===== src/hw/hbc_map.svh =====
// hbc_map.svh: register offsets, field positions, reset values and timing
// counts of the hardware break condition unit.
// assumes: included by bare name from the package and design modules.
`ifndef HBC_MAP_SVH
`define HBC_MAP_SVH

// ----------------------------------------------------------------------
// register byte offsets
// ----------------------------------------------------------------------
`define HBC_OFS_CTRL 8'h00
`define HBC_OFS_OR_SEL 8'h04
`define HBC_OFS_OTH_SEL 8'h08
`define HBC_OFS_DELAY 8'h0C
`define HBC_OFS_SUB_LO 8'h10
`define HBC_OFS_SUB_HI 8'h14
`define HBC_OFS_SEQ_EVT 8'h18
`define HBC_OFS_RST_PT 8'h1C
`define HBC_OFS_PATH0 8'h20
`define HBC_OFS_PATH1 8'h24
`define HBC_OFS_PATH2 8'h28
`define HBC_OFS_FINAL 8'h2C
`define HBC_OFS_TMO 8'h30
`define HBC_OFS_STATUS 8'h34
`define HBC_OFS_MASK 8'h38
`define HBC_OFS_STATE 8'h3C

// ----------------------------------------------------------------------
// control fields
// ----------------------------------------------------------------------
`define HBC_CTRL_OR_EN 0
`define HBC_CTRL_OTH_EN 1
`define HBC_CTRL_MODE_LSB 2
`define HBC_CTRL_APPLY 5
`define HBC_CTRL_EXC_LSB 8
`define HBC_CTRL_RST 32'h0000_0001

// ----------------------------------------------------------------------
// sequencer, reset point and path fields
// ----------------------------------------------------------------------
`define HBC_SEQ_LEN_LSB 24
`define HBC_RST_PT_EN 4
`define HBC_PATH_W 10
`define HBC_PATH_TMO 4
`define HBC_PATH_FROM 5
`define HBC_PATH_TO 7
`define HBC_PATH_VALID 9

// ----------------------------------------------------------------------
// status bits and timing
// ----------------------------------------------------------------------
`define HBC_ST_MET 0
`define HBC_ST_HALT 1
`define HBC_ROUNDTRIP_NS 10000
`define HBC_CLK_NS 100

`endif


===== src/hw/hbc_pkg.sv =====
// hbc_pkg.sv: types shared by the break condition unit modules.
// assumes: nothing beyond the map header.
package hbc_pkg;
    `include "hbc_map.svh"

    typedef enum logic [2:0] {
        MODE_ACC,
        MODE_SIM,
        MODE_SUB,
        MODE_SEQ,
        MODE_STT
    } hbc_mode_t;

    typedef enum logic [1:0] {
        ST_A,
        ST_B,
        ST_C
    } hbc_st_t;

    localparam int RT_CYC = (`HBC_ROUNDTRIP_NS + `HBC_CLK_NS - 1) /
        `HBC_CLK_NS;
endpackage


===== src/hw/hbc_delay.sv =====
// hbc_delay.sv: shared bus-cycle delay between condition met and halt.
// assumes: one clock per monitored bus cycle; start from same clock.
`timescale 1ns/1ps
module hbc_delay import hbc_pkg::*; #(
    parameter int CNT_W = 16
) (
    input wire logic clk_sys,
    input wire logic nrst,
    input wire logic start,
    input wire logic [CNT_W-1:0] delay,
    output logic busy,
    output logic fire
);
    logic [CNT_W-1:0] cnt_reg;
    logic busy_reg;
    logic fire_reg;

    // ------------------------------------------------------------------
    // countdown
    // ------------------------------------------------------------------
    // count then halt
    always_ff @(posedge clk_sys) begin
        if (!nrst) begin
            cnt_reg <= '0;
            busy_reg <= 1'b0;
            fire_reg <= 1'b0;
        end else begin
            fire_reg <= 1'b0;
            if (!busy_reg && start) begin
                if (delay == '0) begin
                    fire_reg <= 1'b1;
                end else begin
                    cnt_reg <= delay;
                    busy_reg <= 1'b1;
                end
            end else if (busy_reg) begin
                if (cnt_reg == CNT_W'(1)) begin
                    busy_reg <= 1'b0;
                    fire_reg <= 1'b1;
                end
                cnt_reg <= cnt_reg - CNT_W'(1);
            end
        end
    end

    assign busy = busy_reg;
    assign fire = fire_reg;
endmodule


===== src/hw/hbc_steps.sv =====
// hbc_steps.sv: sequential and state-transition combination engines.
// assumes: event bits from same clock; clear pulses on apply.
`timescale 1ns/1ps
`include "hbc_map.svh"
module hbc_steps import hbc_pkg::*; #(
    parameter int NEVT = 16
) (
    input wire logic clk_sys,
    input wire logic nrst,
    input wire logic clear,
    input wire logic seq_en,
    input wire logic stt_en,
    input wire logic [NEVT-1:0] evt,
    input wire logic [23:0] seq_idx,
    input wire logic [2:0] seq_len,
    input wire logic [4:0] rst_pt,
    input wire logic [3*`HBC_PATH_W*3-1:0] paths,
    input wire logic [3:0] final_path,
    input wire logic [15:0] tmo_lim,
    output logic seq_met,
    output logic stt_met,
    output logic [2:0] step,
    output logic [1:0] state
);
    logic [2:0] step_reg;
    hbc_st_t st_reg;
    logic [15:0] tmo_reg;
    logic rst_hit;
    logic step_hit;
    logic timed_out;
    logic [15:0] lim;
    logic path_hit;
    logic [3:0] path_idx;
    logic [1:0] path_to;

    assign rst_hit = rst_pt[`HBC_RST_PT_EN] && evt[rst_pt[3:0]];
    assign step_hit = evt[seq_idx[4*step_reg +: 4]];
    assign lim = (tmo_lim < 16'(RT_CYC)) ? 16'(RT_CYC) : tmo_lim;
    assign timed_out = (tmo_lim != '0) && (tmo_reg >= lim);

    // ------------------------------------------------------------------
    // sequential mode
    // ------------------------------------------------------------------
    // six forward steps
    assign seq_met = seq_en && !rst_hit && step_hit && seq_len != '0 &&
        step_reg == seq_len - 3'(1);

    always_ff @(posedge clk_sys) begin
        if (!nrst) begin
            step_reg <= '0;
        end else if (clear || !seq_en) begin
            step_reg <= '0;
        end else if (rst_hit || seq_met) begin
            step_reg <= '0;
        end else if (step_hit && seq_len != '0 && step_reg < 3'd5) begin
            step_reg <= step_reg + 3'(1);
        end
    end

    // ------------------------------------------------------------------
    // state transitions
    // ------------------------------------------------------------------
    // first matching path
    always_comb begin
        logic [`HBC_PATH_W-1:0] p;
        p = '0;
        path_hit = 1'b0;
        path_idx = '0;
        path_to = '0;
        for (int i = 8; i >= 0; i--) begin
            p = paths[i*`HBC_PATH_W +: `HBC_PATH_W];
            if (p[`HBC_PATH_VALID] &&
                p[`HBC_PATH_FROM +: 2] == 2'(st_reg) &&
                (p[`HBC_PATH_TMO] ? timed_out : evt[p[3:0]])) begin
                path_hit = 1'b1;
                path_idx = 4'(i);
                path_to = p[`HBC_PATH_TO +: 2];
            end
        end
    end

    assign stt_met = stt_en && !rst_hit && path_hit &&
        path_idx == final_path;

    always_ff @(posedge clk_sys) begin
        if (!nrst) begin
            st_reg <= ST_A;
        end else if (clear || !stt_en || rst_hit) begin
            st_reg <= ST_A;
        end else if (path_hit) begin
            case (path_to)
                2'd0: st_reg <= ST_A;
                2'd1: st_reg <= ST_B;
                2'd2: st_reg <= ST_C;
                default: st_reg <= ST_A;
            endcase
        end
    end

    always_ff @(posedge clk_sys) begin
        if (!nrst) begin
            tmo_reg <= '0;
        end else if (clear || rst_hit || path_hit || !stt_en) begin
            tmo_reg <= '0;
        end else if (tmo_reg != 16'hFFFF) begin
            tmo_reg <= tmo_reg + 16'h0001;
        end
    end

    assign step = step_reg;
    assign state = 2'(st_reg);
endmodule


===== src/hw/hbc_top.sv =====
// hbc_top.sv: hardware break condition unit, Avalon-MM register slave.
// assumes: clk_sys ticks once per monitored bus cycle; event detector
// and exceptional-event inputs come from logic on the same clock.
//
// Our own choices: the register addresses and the Avalon-MM interface to the registers.
`timescale 1ns/1ps
`include "hbc_map.svh"

// Summary of operation
// - sixteen event detector inputs at most
// - delay 0..65535 cycles before halt, default 0
// - or combination met on any selected event
// - or combination enabled after reset
// - one of five other modes, disabled
// - accumulated and: all seen in any order
// - simultaneous and: all in same cycle
// - subroutine: event inside address range
// - sequential: six forward steps plus reset point
// - state transitions: three states, nine paths
// - or, other, exceptional independently enabled
// - per-source enables for exceptional events
// - timeout never shorter than the 10 us round trip, 0 disables
// - settings except the interrupt mask inactive until apply commits them
module hbc_top import hbc_pkg::*; #(
    parameter int NEVT = 16,
    parameter int ADDR_W = 24,
    parameter int NEXC = 8
) (
    input wire logic clk_sys,
    input wire logic nrst,
    input wire logic [7:0] avs_address,
    input wire logic avs_read,
    input wire logic avs_write,
    input wire logic [31:0] avs_writedata,
    input wire logic [3:0] avs_byteenable,
    output logic [31:0] avs_readdata,
    output logic avs_waitrequest,
    input wire logic [NEVT-1:0] evt_det,
    input wire logic [NEXC-1:0] exc_evt,
    input wire logic [ADDR_W-1:0] exec_addr,
    output logic halt_req,
    output logic irq
);
    // ------------------------------------------------------------------
    // declarations
    // ------------------------------------------------------------------
    logic ack_reg;
    logic [31:0] rdata_reg;
    logic wr_go;
    logic [31:0] ctrl_reg, or_sel_reg, oth_sel_reg, delay_reg;
    logic [31:0] sub_lo_reg, sub_hi_reg, seq_reg, rst_pt_reg;
    logic [31:0] path0_reg, path1_reg, path2_reg, final_reg, tmo_reg;
    logic [31:0] status_reg, mask_reg;
    logic [31:0] a_ctrl_reg, a_or_reg, a_oth_reg, a_delay_reg;
    logic [31:0] a_lo_reg, a_hi_reg, a_seq_reg, a_rst_reg;
    logic [31:0] a_p0_reg, a_p1_reg, a_p2_reg, a_fin_reg, a_tmo_reg;
    logic apply_reg;
    logic halt_reg;
    logic [NEVT-1:0] acc_reg;
    logic [NEVT-1:0] sel;
    hbc_mode_t mode;
    logic oth_en;
    logic or_hit, acc_hit, sim_hit, sub_hit, exc_hit, oth_hit, trig;
    logic seq_met, stt_met, dly_busy, dly_fire;
    logic [2:0] step;
    logic [1:0] state;
    logic [31:0] state_word;

    // merge write data into old value by byte lane
    function automatic logic [31:0] bm(input logic [31:0] old);
        logic [31:0] r;
        r = old;
        for (int i = 0; i < 4; i++) begin
            if (avs_byteenable[i]) begin
                r[8*i +: 8] = avs_writedata[8*i +: 8];
            end
        end
        return r;
    endfunction

    // ------------------------------------------------------------------
    // bus handshake: one wait state on every access
    // ------------------------------------------------------------------
    assign avs_waitrequest = (avs_read || avs_write) && !ack_reg;
    assign wr_go = avs_write && ack_reg;

    always_ff @(posedge clk_sys) begin
        if (!nrst) begin
            ack_reg <= 1'b0;
        end else begin
            ack_reg <= (avs_read || avs_write) && !ack_reg;
        end
    end

    // ------------------------------------------------------------------
    // staged settings
    // ------------------------------------------------------------------
    always_ff @(posedge clk_sys) begin
        if (!nrst) begin
            ctrl_reg <= `HBC_CTRL_RST;
            or_sel_reg <= '0;
            oth_sel_reg <= '0;
            delay_reg <= '0;
            sub_lo_reg <= '0;
            sub_hi_reg <= '0;
            seq_reg <= '0;
            rst_pt_reg <= '0;
            path0_reg <= '0;
            path1_reg <= '0;
            path2_reg <= '0;
            final_reg <= '0;
            tmo_reg <= '0;
            mask_reg <= '0;
        end else if (wr_go) begin
            case (avs_address)
                `HBC_OFS_CTRL: ctrl_reg <= bm(ctrl_reg) & 32'h0000_FF1F;
                `HBC_OFS_OR_SEL: or_sel_reg <= bm(or_sel_reg) & 32'h0000_FFFF;
                `HBC_OFS_OTH_SEL: oth_sel_reg <=
                    bm(oth_sel_reg) & 32'h0000_FFFF;
                `HBC_OFS_DELAY: delay_reg <= bm(delay_reg) & 32'h0000_FFFF;
                `HBC_OFS_SUB_LO: sub_lo_reg <= bm(sub_lo_reg);
                `HBC_OFS_SUB_HI: sub_hi_reg <= bm(sub_hi_reg);
                `HBC_OFS_SEQ_EVT: seq_reg <= bm(seq_reg) & 32'h07FF_FFFF;
                `HBC_OFS_RST_PT: rst_pt_reg <= bm(rst_pt_reg) & 32'h0000_001F;
                `HBC_OFS_PATH0: path0_reg <= bm(path0_reg) & 32'h3FFF_FFFF;
                `HBC_OFS_PATH1: path1_reg <= bm(path1_reg) & 32'h3FFF_FFFF;
                `HBC_OFS_PATH2: path2_reg <= bm(path2_reg) & 32'h3FFF_FFFF;
                `HBC_OFS_FINAL: final_reg <= bm(final_reg) & 32'h0000_000F;
                `HBC_OFS_TMO: tmo_reg <= bm(tmo_reg) & 32'h0000_FFFF;
                `HBC_OFS_MASK: mask_reg <= bm(mask_reg) & 32'h0000_0003;
                default: ;
            endcase
        end
    end

    // ------------------------------------------------------------------
    // apply: commit staged settings to the active copy
    // ------------------------------------------------------------------
    always_ff @(posedge clk_sys) begin
        if (!nrst) begin
            apply_reg <= 1'b0;
        end else begin
            apply_reg <= wr_go && avs_address == `HBC_OFS_CTRL &&
                avs_byteenable[0] && avs_writedata[`HBC_CTRL_APPLY];
        end
    end

    always_ff @(posedge clk_sys) begin
        if (!nrst) begin
            a_ctrl_reg <= `HBC_CTRL_RST;
            a_or_reg <= '0;
            a_oth_reg <= '0;
            a_delay_reg <= '0;
            a_lo_reg <= '0;
            a_hi_reg <= '0;
            a_seq_reg <= '0;
            a_rst_reg <= '0;
            a_p0_reg <= '0;
            a_p1_reg <= '0;
            a_p2_reg <= '0;
            a_fin_reg <= '0;
            a_tmo_reg <= '0;
        end else if (apply_reg) begin
            a_ctrl_reg <= ctrl_reg;
            a_or_reg <= or_sel_reg;
            a_oth_reg <= oth_sel_reg;
            a_delay_reg <= delay_reg;
            a_lo_reg <= sub_lo_reg;
            a_hi_reg <= sub_hi_reg;
            a_seq_reg <= seq_reg;
            a_rst_reg <= rst_pt_reg;
            a_p0_reg <= path0_reg;
            a_p1_reg <= path1_reg;
            a_p2_reg <= path2_reg;
            a_fin_reg <= final_reg;
            a_tmo_reg <= tmo_reg;
        end
    end

    // ------------------------------------------------------------------
    // combinations
    // ------------------------------------------------------------------
    assign sel = a_oth_reg[NEVT-1:0];
    assign mode = hbc_mode_t'(a_ctrl_reg[`HBC_CTRL_MODE_LSB +: 3]);
    assign oth_en = a_ctrl_reg[`HBC_CTRL_OTH_EN];

    assign or_hit = a_ctrl_reg[`HBC_CTRL_OR_EN] &&
        |(evt_det & a_or_reg[NEVT-1:0]);
    assign acc_hit = sel != '0 && ((acc_reg | evt_det) & sel) == sel;
    assign sim_hit = sel != '0 && (evt_det & sel) == sel;
    assign sub_hit = |(evt_det & sel) &&
        exec_addr >= a_lo_reg[ADDR_W-1:0] &&
        exec_addr <= a_hi_reg[ADDR_W-1:0];
    assign exc_hit = |(exc_evt & a_ctrl_reg[`HBC_CTRL_EXC_LSB +: NEXC]);

    always_ff @(posedge clk_sys) begin
        if (!nrst) begin
            acc_reg <= '0;
        end else if (apply_reg || !oth_en || mode != MODE_ACC ||
                     acc_hit) begin
            acc_reg <= '0;
        end else begin
            acc_reg <= acc_reg | (evt_det & sel);
        end
    end

    always_comb begin
        oth_hit = 1'b0;
        if (oth_en) begin
            case (mode)
                MODE_ACC: oth_hit = acc_hit;
                MODE_SIM: oth_hit = sim_hit;
                MODE_SUB: oth_hit = sub_hit;
                MODE_SEQ: oth_hit = seq_met;
                MODE_STT: oth_hit = stt_met;
                default: oth_hit = 1'b0;
            endcase
        end
    end

    hbc_steps #(
        .NEVT(NEVT)
    ) u_steps (
        .clk_sys(clk_sys),
        .nrst(nrst),
        .clear(apply_reg),
        .seq_en(oth_en && mode == MODE_SEQ),
        .stt_en(oth_en && mode == MODE_STT),
        .evt(evt_det),
        .seq_idx(a_seq_reg[23:0]),
        .seq_len(a_seq_reg[`HBC_SEQ_LEN_LSB +: 3]),
        .rst_pt(a_rst_reg[4:0]),
        .paths({a_p2_reg[29:0], a_p1_reg[29:0], a_p0_reg[29:0]}),
        .final_path(a_fin_reg[3:0]),
        .tmo_lim(a_tmo_reg[15:0]),
        .seq_met(seq_met),
        .stt_met(stt_met),
        .step(step),
        .state(state)
    );

    // ------------------------------------------------------------------
    // halt request
    // ------------------------------------------------------------------
    // independent sources
    assign trig = or_hit || oth_hit || exc_hit;

    hbc_delay #(
        .CNT_W(16)
    ) u_delay (
        .clk_sys(clk_sys),
        .nrst(nrst),
        .start(trig && !halt_reg),
        .delay(a_delay_reg[15:0]),
        .busy(dly_busy),
        .fire(dly_fire)
    );

    always_ff @(posedge clk_sys) begin
        if (!nrst) begin
            halt_reg <= 1'b0;
        end else if (dly_fire) begin
            halt_reg <= 1'b1;
        end else if (apply_reg) begin
            halt_reg <= 1'b0;
        end
    end

    assign halt_req = halt_reg;

    // ------------------------------------------------------------------
    // interrupt status, write one to clear, set wins
    // ------------------------------------------------------------------
    always_ff @(posedge clk_sys) begin
        if (!nrst) begin
            status_reg <= '0;
        end else begin
            status_reg[31:2] <= '0;
            status_reg[`HBC_ST_MET] <= (trig && !halt_reg) ||
                (status_reg[`HBC_ST_MET] && !(wr_go &&
                avs_address == `HBC_OFS_STATUS && avs_byteenable[0] &&
                avs_writedata[`HBC_ST_MET]));
            status_reg[`HBC_ST_HALT] <= dly_fire ||
                (status_reg[`HBC_ST_HALT] && !(wr_go &&
                avs_address == `HBC_OFS_STATUS && avs_byteenable[0] &&
                avs_writedata[`HBC_ST_HALT]));
        end
    end

    assign irq = |(status_reg & mask_reg);

    // ------------------------------------------------------------------
    // read data
    // ------------------------------------------------------------------
    assign state_word = {6'h00, halt_reg, dly_busy, 2'b00, state, 1'b0,
        step, acc_reg};

    always_ff @(posedge clk_sys) begin
        if (!nrst) begin
            rdata_reg <= '0;
        end else if (avs_read && !ack_reg) begin
            case (avs_address)
                `HBC_OFS_CTRL: rdata_reg <= ctrl_reg;
                `HBC_OFS_OR_SEL: rdata_reg <= or_sel_reg;
                `HBC_OFS_OTH_SEL: rdata_reg <= oth_sel_reg;
                `HBC_OFS_DELAY: rdata_reg <= delay_reg;
                `HBC_OFS_SUB_LO: rdata_reg <= sub_lo_reg;
                `HBC_OFS_SUB_HI: rdata_reg <= sub_hi_reg;
                `HBC_OFS_SEQ_EVT: rdata_reg <= seq_reg;
                `HBC_OFS_RST_PT: rdata_reg <= rst_pt_reg;
                `HBC_OFS_PATH0: rdata_reg <= path0_reg;
                `HBC_OFS_PATH1: rdata_reg <= path1_reg;
                `HBC_OFS_PATH2: rdata_reg <= path2_reg;
                `HBC_OFS_FINAL: rdata_reg <= final_reg;
                `HBC_OFS_TMO: rdata_reg <= tmo_reg;
                `HBC_OFS_STATUS: rdata_reg <= status_reg;
                `HBC_OFS_MASK: rdata_reg <= mask_reg;
                `HBC_OFS_STATE: rdata_reg <= state_word;
                default: rdata_reg <= '0;
            endcase
        end
    end

    assign avs_readdata = rdata_reg;
endmodule


===== config.mk =====
export PLATFORM = sky130hd
export DESIGN_NAME = hbc_top
export DESIGN_NICKNAME = d
export VERILOG_FILES = /design/src/hw/hbc_pkg.sv /design/src/hw/hbc_delay.sv /design/src/hw/hbc_steps.sv /design/src/hw/hbc_top.sv
export VERILOG_INCLUDE_DIRS = /design/src /design/src/hw
export SDC_FILE = /design/constraint.sdc
export NUM_CORES = 2
export LEC_CHECK = 0
export ABC_AREA = 1
export BUFFER_PORTS_ARGS = -buffer_cell sky130_fd_sc_hd__buf_2
export CAP_MARGIN = 20
export CELL_PAD_IN_SITES_DETAIL_PLACEMENT = 1
export CELL_PAD_IN_SITES_GLOBAL_PLACEMENT = 1
export CORE_MARGIN = 8
export CORE_UTILIZATION = 40
export CTS_BUF_LIST = sky130_fd_sc_hd__clkbuf_8
export DETAILED_ROUTE_END_ITERATION = 10
export GPL_TIMING_DRIVEN = 0
export HOLD_SLACK_MARGIN = 0.02
export PLACE_DENSITY_LB_ADDON = 0.1
export SYNTH_ARGS = -nofsm -noshare
export SYNTH_HDL_FRONTEND = slang
export SYNTH_SLANG_ARGS = --single-unit

===== constraint.sdc =====
create_clock -name clk_sys -period 3.2 [get_ports clk_sys]
set_input_delay 0.32 -clock clk_sys [delete_from_list [all_inputs] [get_ports clk_sys]]
set_output_delay 0.32 -clock clk_sys [all_outputs]
set_load 0.05 [all_outputs]

==> reports/qor.csv <==
stage,metric,value,unit
synthesis,syn_nets,4056,
pwr,P_sw,4.23,mW
placement,Port Buf Inserts,126,
synthesis,Synth Area in Adders,3.10,%
synthesis,Cell variety after synth,57,
setup_path,critical path type,reg -> reg,
synthesis,warning count from the yosys run,0,
synthesis,Compound-Gate Fraction of Synth Area,26.4,%
pwr,VDD IR max,0.000329,V
min_path,worst hold start,avs_address[2],
synthesis,Synth Instances,3890,
synthesis,Synth async-reset ratio,0,%
placement,HPWL Detailed,106,mm
routing,Routed Wire Length,141,mm
status,failing checks,negative setup slack,
setup_path,CP max FO,7,
timing,final setup violation count,45,
cts,CTS buffer count,107,
setup_path,CP most frequent cell,nand2_1,
timing,Min Hold Slack,0.0608,ns
routing,Vias,31000,
final_layout,layout net count,4373,
die,Starting Density,40.4,%
grt,antenna violations before repair,13,
setup_path,"Slowest-stage cell, CP",dfxtp_2,
synthesis,multiplexer area fraction after synthesis,0.0354,%
die,chip width,282,um
timing,Slew headroom,13.8,%
timing,period utilization,129,%
placement,placer's final routability congestion estimate,1.02,
grt,total gr overflow,0,
setup_path,CP Data Arrival Time,4.80,ns
cts,clk slew on worst S/H paths,0.07,ns
timing,Slew @ Worst Pin,1.29,ns
timing,final max-slew violation count,0,
pwr,sw frac,26.7,%
grt,number of global-route vias before repair,30100,
routing,drt wl/cell,26.9,um
status,outcome,"finished, violations left",
synthesis,post-synthesis simple-gate area fraction,15.9,%
setup_path,Crit. Startpoint,a_tmo_reg[14]$_SDFFE_PN0P_,
synthesis,Post-Synth XOR/XNOR Area,0.991,%
die,die area,79500,um2
final_layout,Area Overhead vs Synth,19.0,%
final_layout,post-route cell area,33600,um2
synthesis,Post-synth EDFFs,0,
cts,clk root buf,clkbuf_8,
timing,clk_skew,0.0664,ns
die,Die Height,282,um
cts,# H-tree levels,3,
timing,fin crit period,4.13,ns
pwr,Clock power frac,46.5,%
final_layout,layout cell share with drive strength beyond 1,12.4,%
timing,unrepaired setup endpoints after global routing,true,
timing,Setup TNS,-28.66,ns
synthesis,post-synthesis sequential area ratio,43.3,%
pwr,Design Power,15.8,mW
min_path,HP Class,in -> reg,
setup_path,Setup crit end kind,register,
cts,clk sinks,612,
pwr,internal power,11.6,mW
cts,CTS tree,yes,
setup_path,Reg-to-Reg Start,a_tmo_reg[14]$_SDFFE_PN0P_,
cts,clk_lat worst skew,0.77,ns
pwr,Logic pwr share,5.4,%
pwr,P_leak,12.8,nW
grt,pin count of the biggest net entering global routing,16,
synthesis,Main synth FF type,dfxtp_1,
pwr,Flop pwr share,48.1,%
grt,total track usage,34.4,%
setup_path,Critical Path RT,3.87,ns
routing,DR DRC count,0,
job,Max Cap Viol,0,
routing,vias per cell,5.90,
setup_path,critical path's largest stage delay,0.32,ns
die,FP Rows,97,
die,core area,70000,um2
pwr,P per Cell Area,471,nW/um2
timing,maximum clock frequency,242,MHz
routing,DRT antenna net count,0,
synthesis,number of synthesized register bits,612,
setup_path,startpoint types,register,
grt,first-pass GRT wire length,201,mm
placement,Placed Area,30300,um2
die,IO Pins,131,
synthesis,mapped cell area,28300,um2
routing,DRT iter0 DRCs,3121,
synthesis,largest family of logic cells by synthesized area,compound AO/OA/AOI/OAI gates,
timing,"Hold Vio Cnt, Final",0,
synthesis,Avg Inst Size Synth,7.27,um2
timing,final worst slack,-0.933,ns
cts,CTS max path bufs,3,
routing,DR pass1 iterations,6,
## cells in the mapped netlist (22+ instances only)
cell type / instances / area (um2)
inv_2: 39 / 146
o21ai_0: 566 / 2830
nor2_1: 190 / 713
a221oi_1: 26 / 228
nand4_1: 46 / 288
dfxtp_1: 612 / 12300
buf_2: 27 / 135
inv_1: 465 / 1750
nand3_1: 201 / 1010
nor3_1: 22 / 110
nand2_1: 502 / 1880
o22ai_1: 82 / 513
a21oi_1: 634 / 3170
clkbuf_1: 190 / 713
ha_1: 70 / 876
## what timing repair did
action,CTS,global route
gates resized for setup,90,45
hold endpoints to repair,97,0
pin swaps,35,33
gates cloned,3,1
buffers inserted,35,10
hold buffers,31,0
endpoints found under the setup margin,51,42
## power by group through the flow
stage	Combinational (mW)	Sequential [mW]	Clock (mW)
floorplan	0.346	7.79	0
global placement	0.772	7.79	0
detailed placement	0.788	7.79	0
CTS	0.821	7.62	7.37
global route	0.891	7.62	7.74
finish	0.862	7.62	7.36
## cells by family after synthesis
kind of cell,after synthesis
AO/OA/AOI/OAI,1403
AND/OR/NAND/NOR,1025
buffers and inverters,747
flip-flops,612
adder cells (fa/ha/maj),70
XOR/XNOR,32
multiplexers,1
## per-stage QoR
stage                     setup slack, ns  utilization [%]  cells
final                              -0.933             48.0   5246
after global routing                -1.21             48.0   5234
after CTS                          -0.990             47.6   5222
after detailed placement            -1.33             43.2   4963
after global placement              -1.72             43.0   4956
after floorplan                    -0.109                -   3890
## per-layer routing
| layer | routed length (um) | part of all wire [%] | track usage, % |
|---|---|---|---|
| met5 | 13 | 0.0092 | 0 |
| met4 | 7410 | 5.3 | 16.0 |
| met3 | 13800 | 9.8 | 8.53 |
| met2 | 60400 | 43 | 52.5 |
| met1 | 59400 | 42 | 45.6 |
## critical path: cells and delay by family (launching register included)
| family | cells | cell delay, ns |
|---|---|---|
| flops | 1 | 0.32 |
| simple gates | 29 | 2.72 |
| buf+inv | 6 | 0.73 |
| fa+ha+maj | 1 | 0.27 |
## area by class of cell
cell class / count / area (um2)
Antenna cell: 13 / 32.5
Buffer: 234 / 1010
Clock buffer: 134 / 1840
Clock inverter: 61 / 299
Fill cell: 8987 / 36400
Inverter: 513 / 1930
Multi-Input combinational cell: 2532 / 13600
Sequential cell: 612 / 12300
Tap cell: 940 / 1180
Timing Repair Buffer: 207 / 1500
## cell usage in the layout, fill, tap and decap left out, types with 23 or more instances in the layout
cell           count
ha_1              69
dfxtp_1          608
buf_4             32
nand2_1          470
nand3_2           23
nand4_1           46
dlygate4sd3_1     31
o21ai_0          564
clkbuf_8         134
buf_2            153
clkbuf_1         187
nand3_1          188
o22ai_1           82
nand2_2           23
a21oi_1          628
nor2_1           176
inv_2             39
inv_1            500
a221oi_1          26
## final timing paths
kind                                           to  depth (start not counted)  slack [ns]
setup reg to reg  u_delay.cnt_reg[8]$_SDFFE_PN0P_                         36       -0.93
hold reg to reg       sub_lo_reg[30]$_SDFFE_PN0P_                          2        0.45
hold / removal           mask_reg[0]$_SDFFE_PN0P_                          4        0.06
setup / recovery  u_delay.cnt_reg[8]$_SDFFE_PN0P_                         36       -0.93
Note: power is estimated with default switching activity, not from simulation.
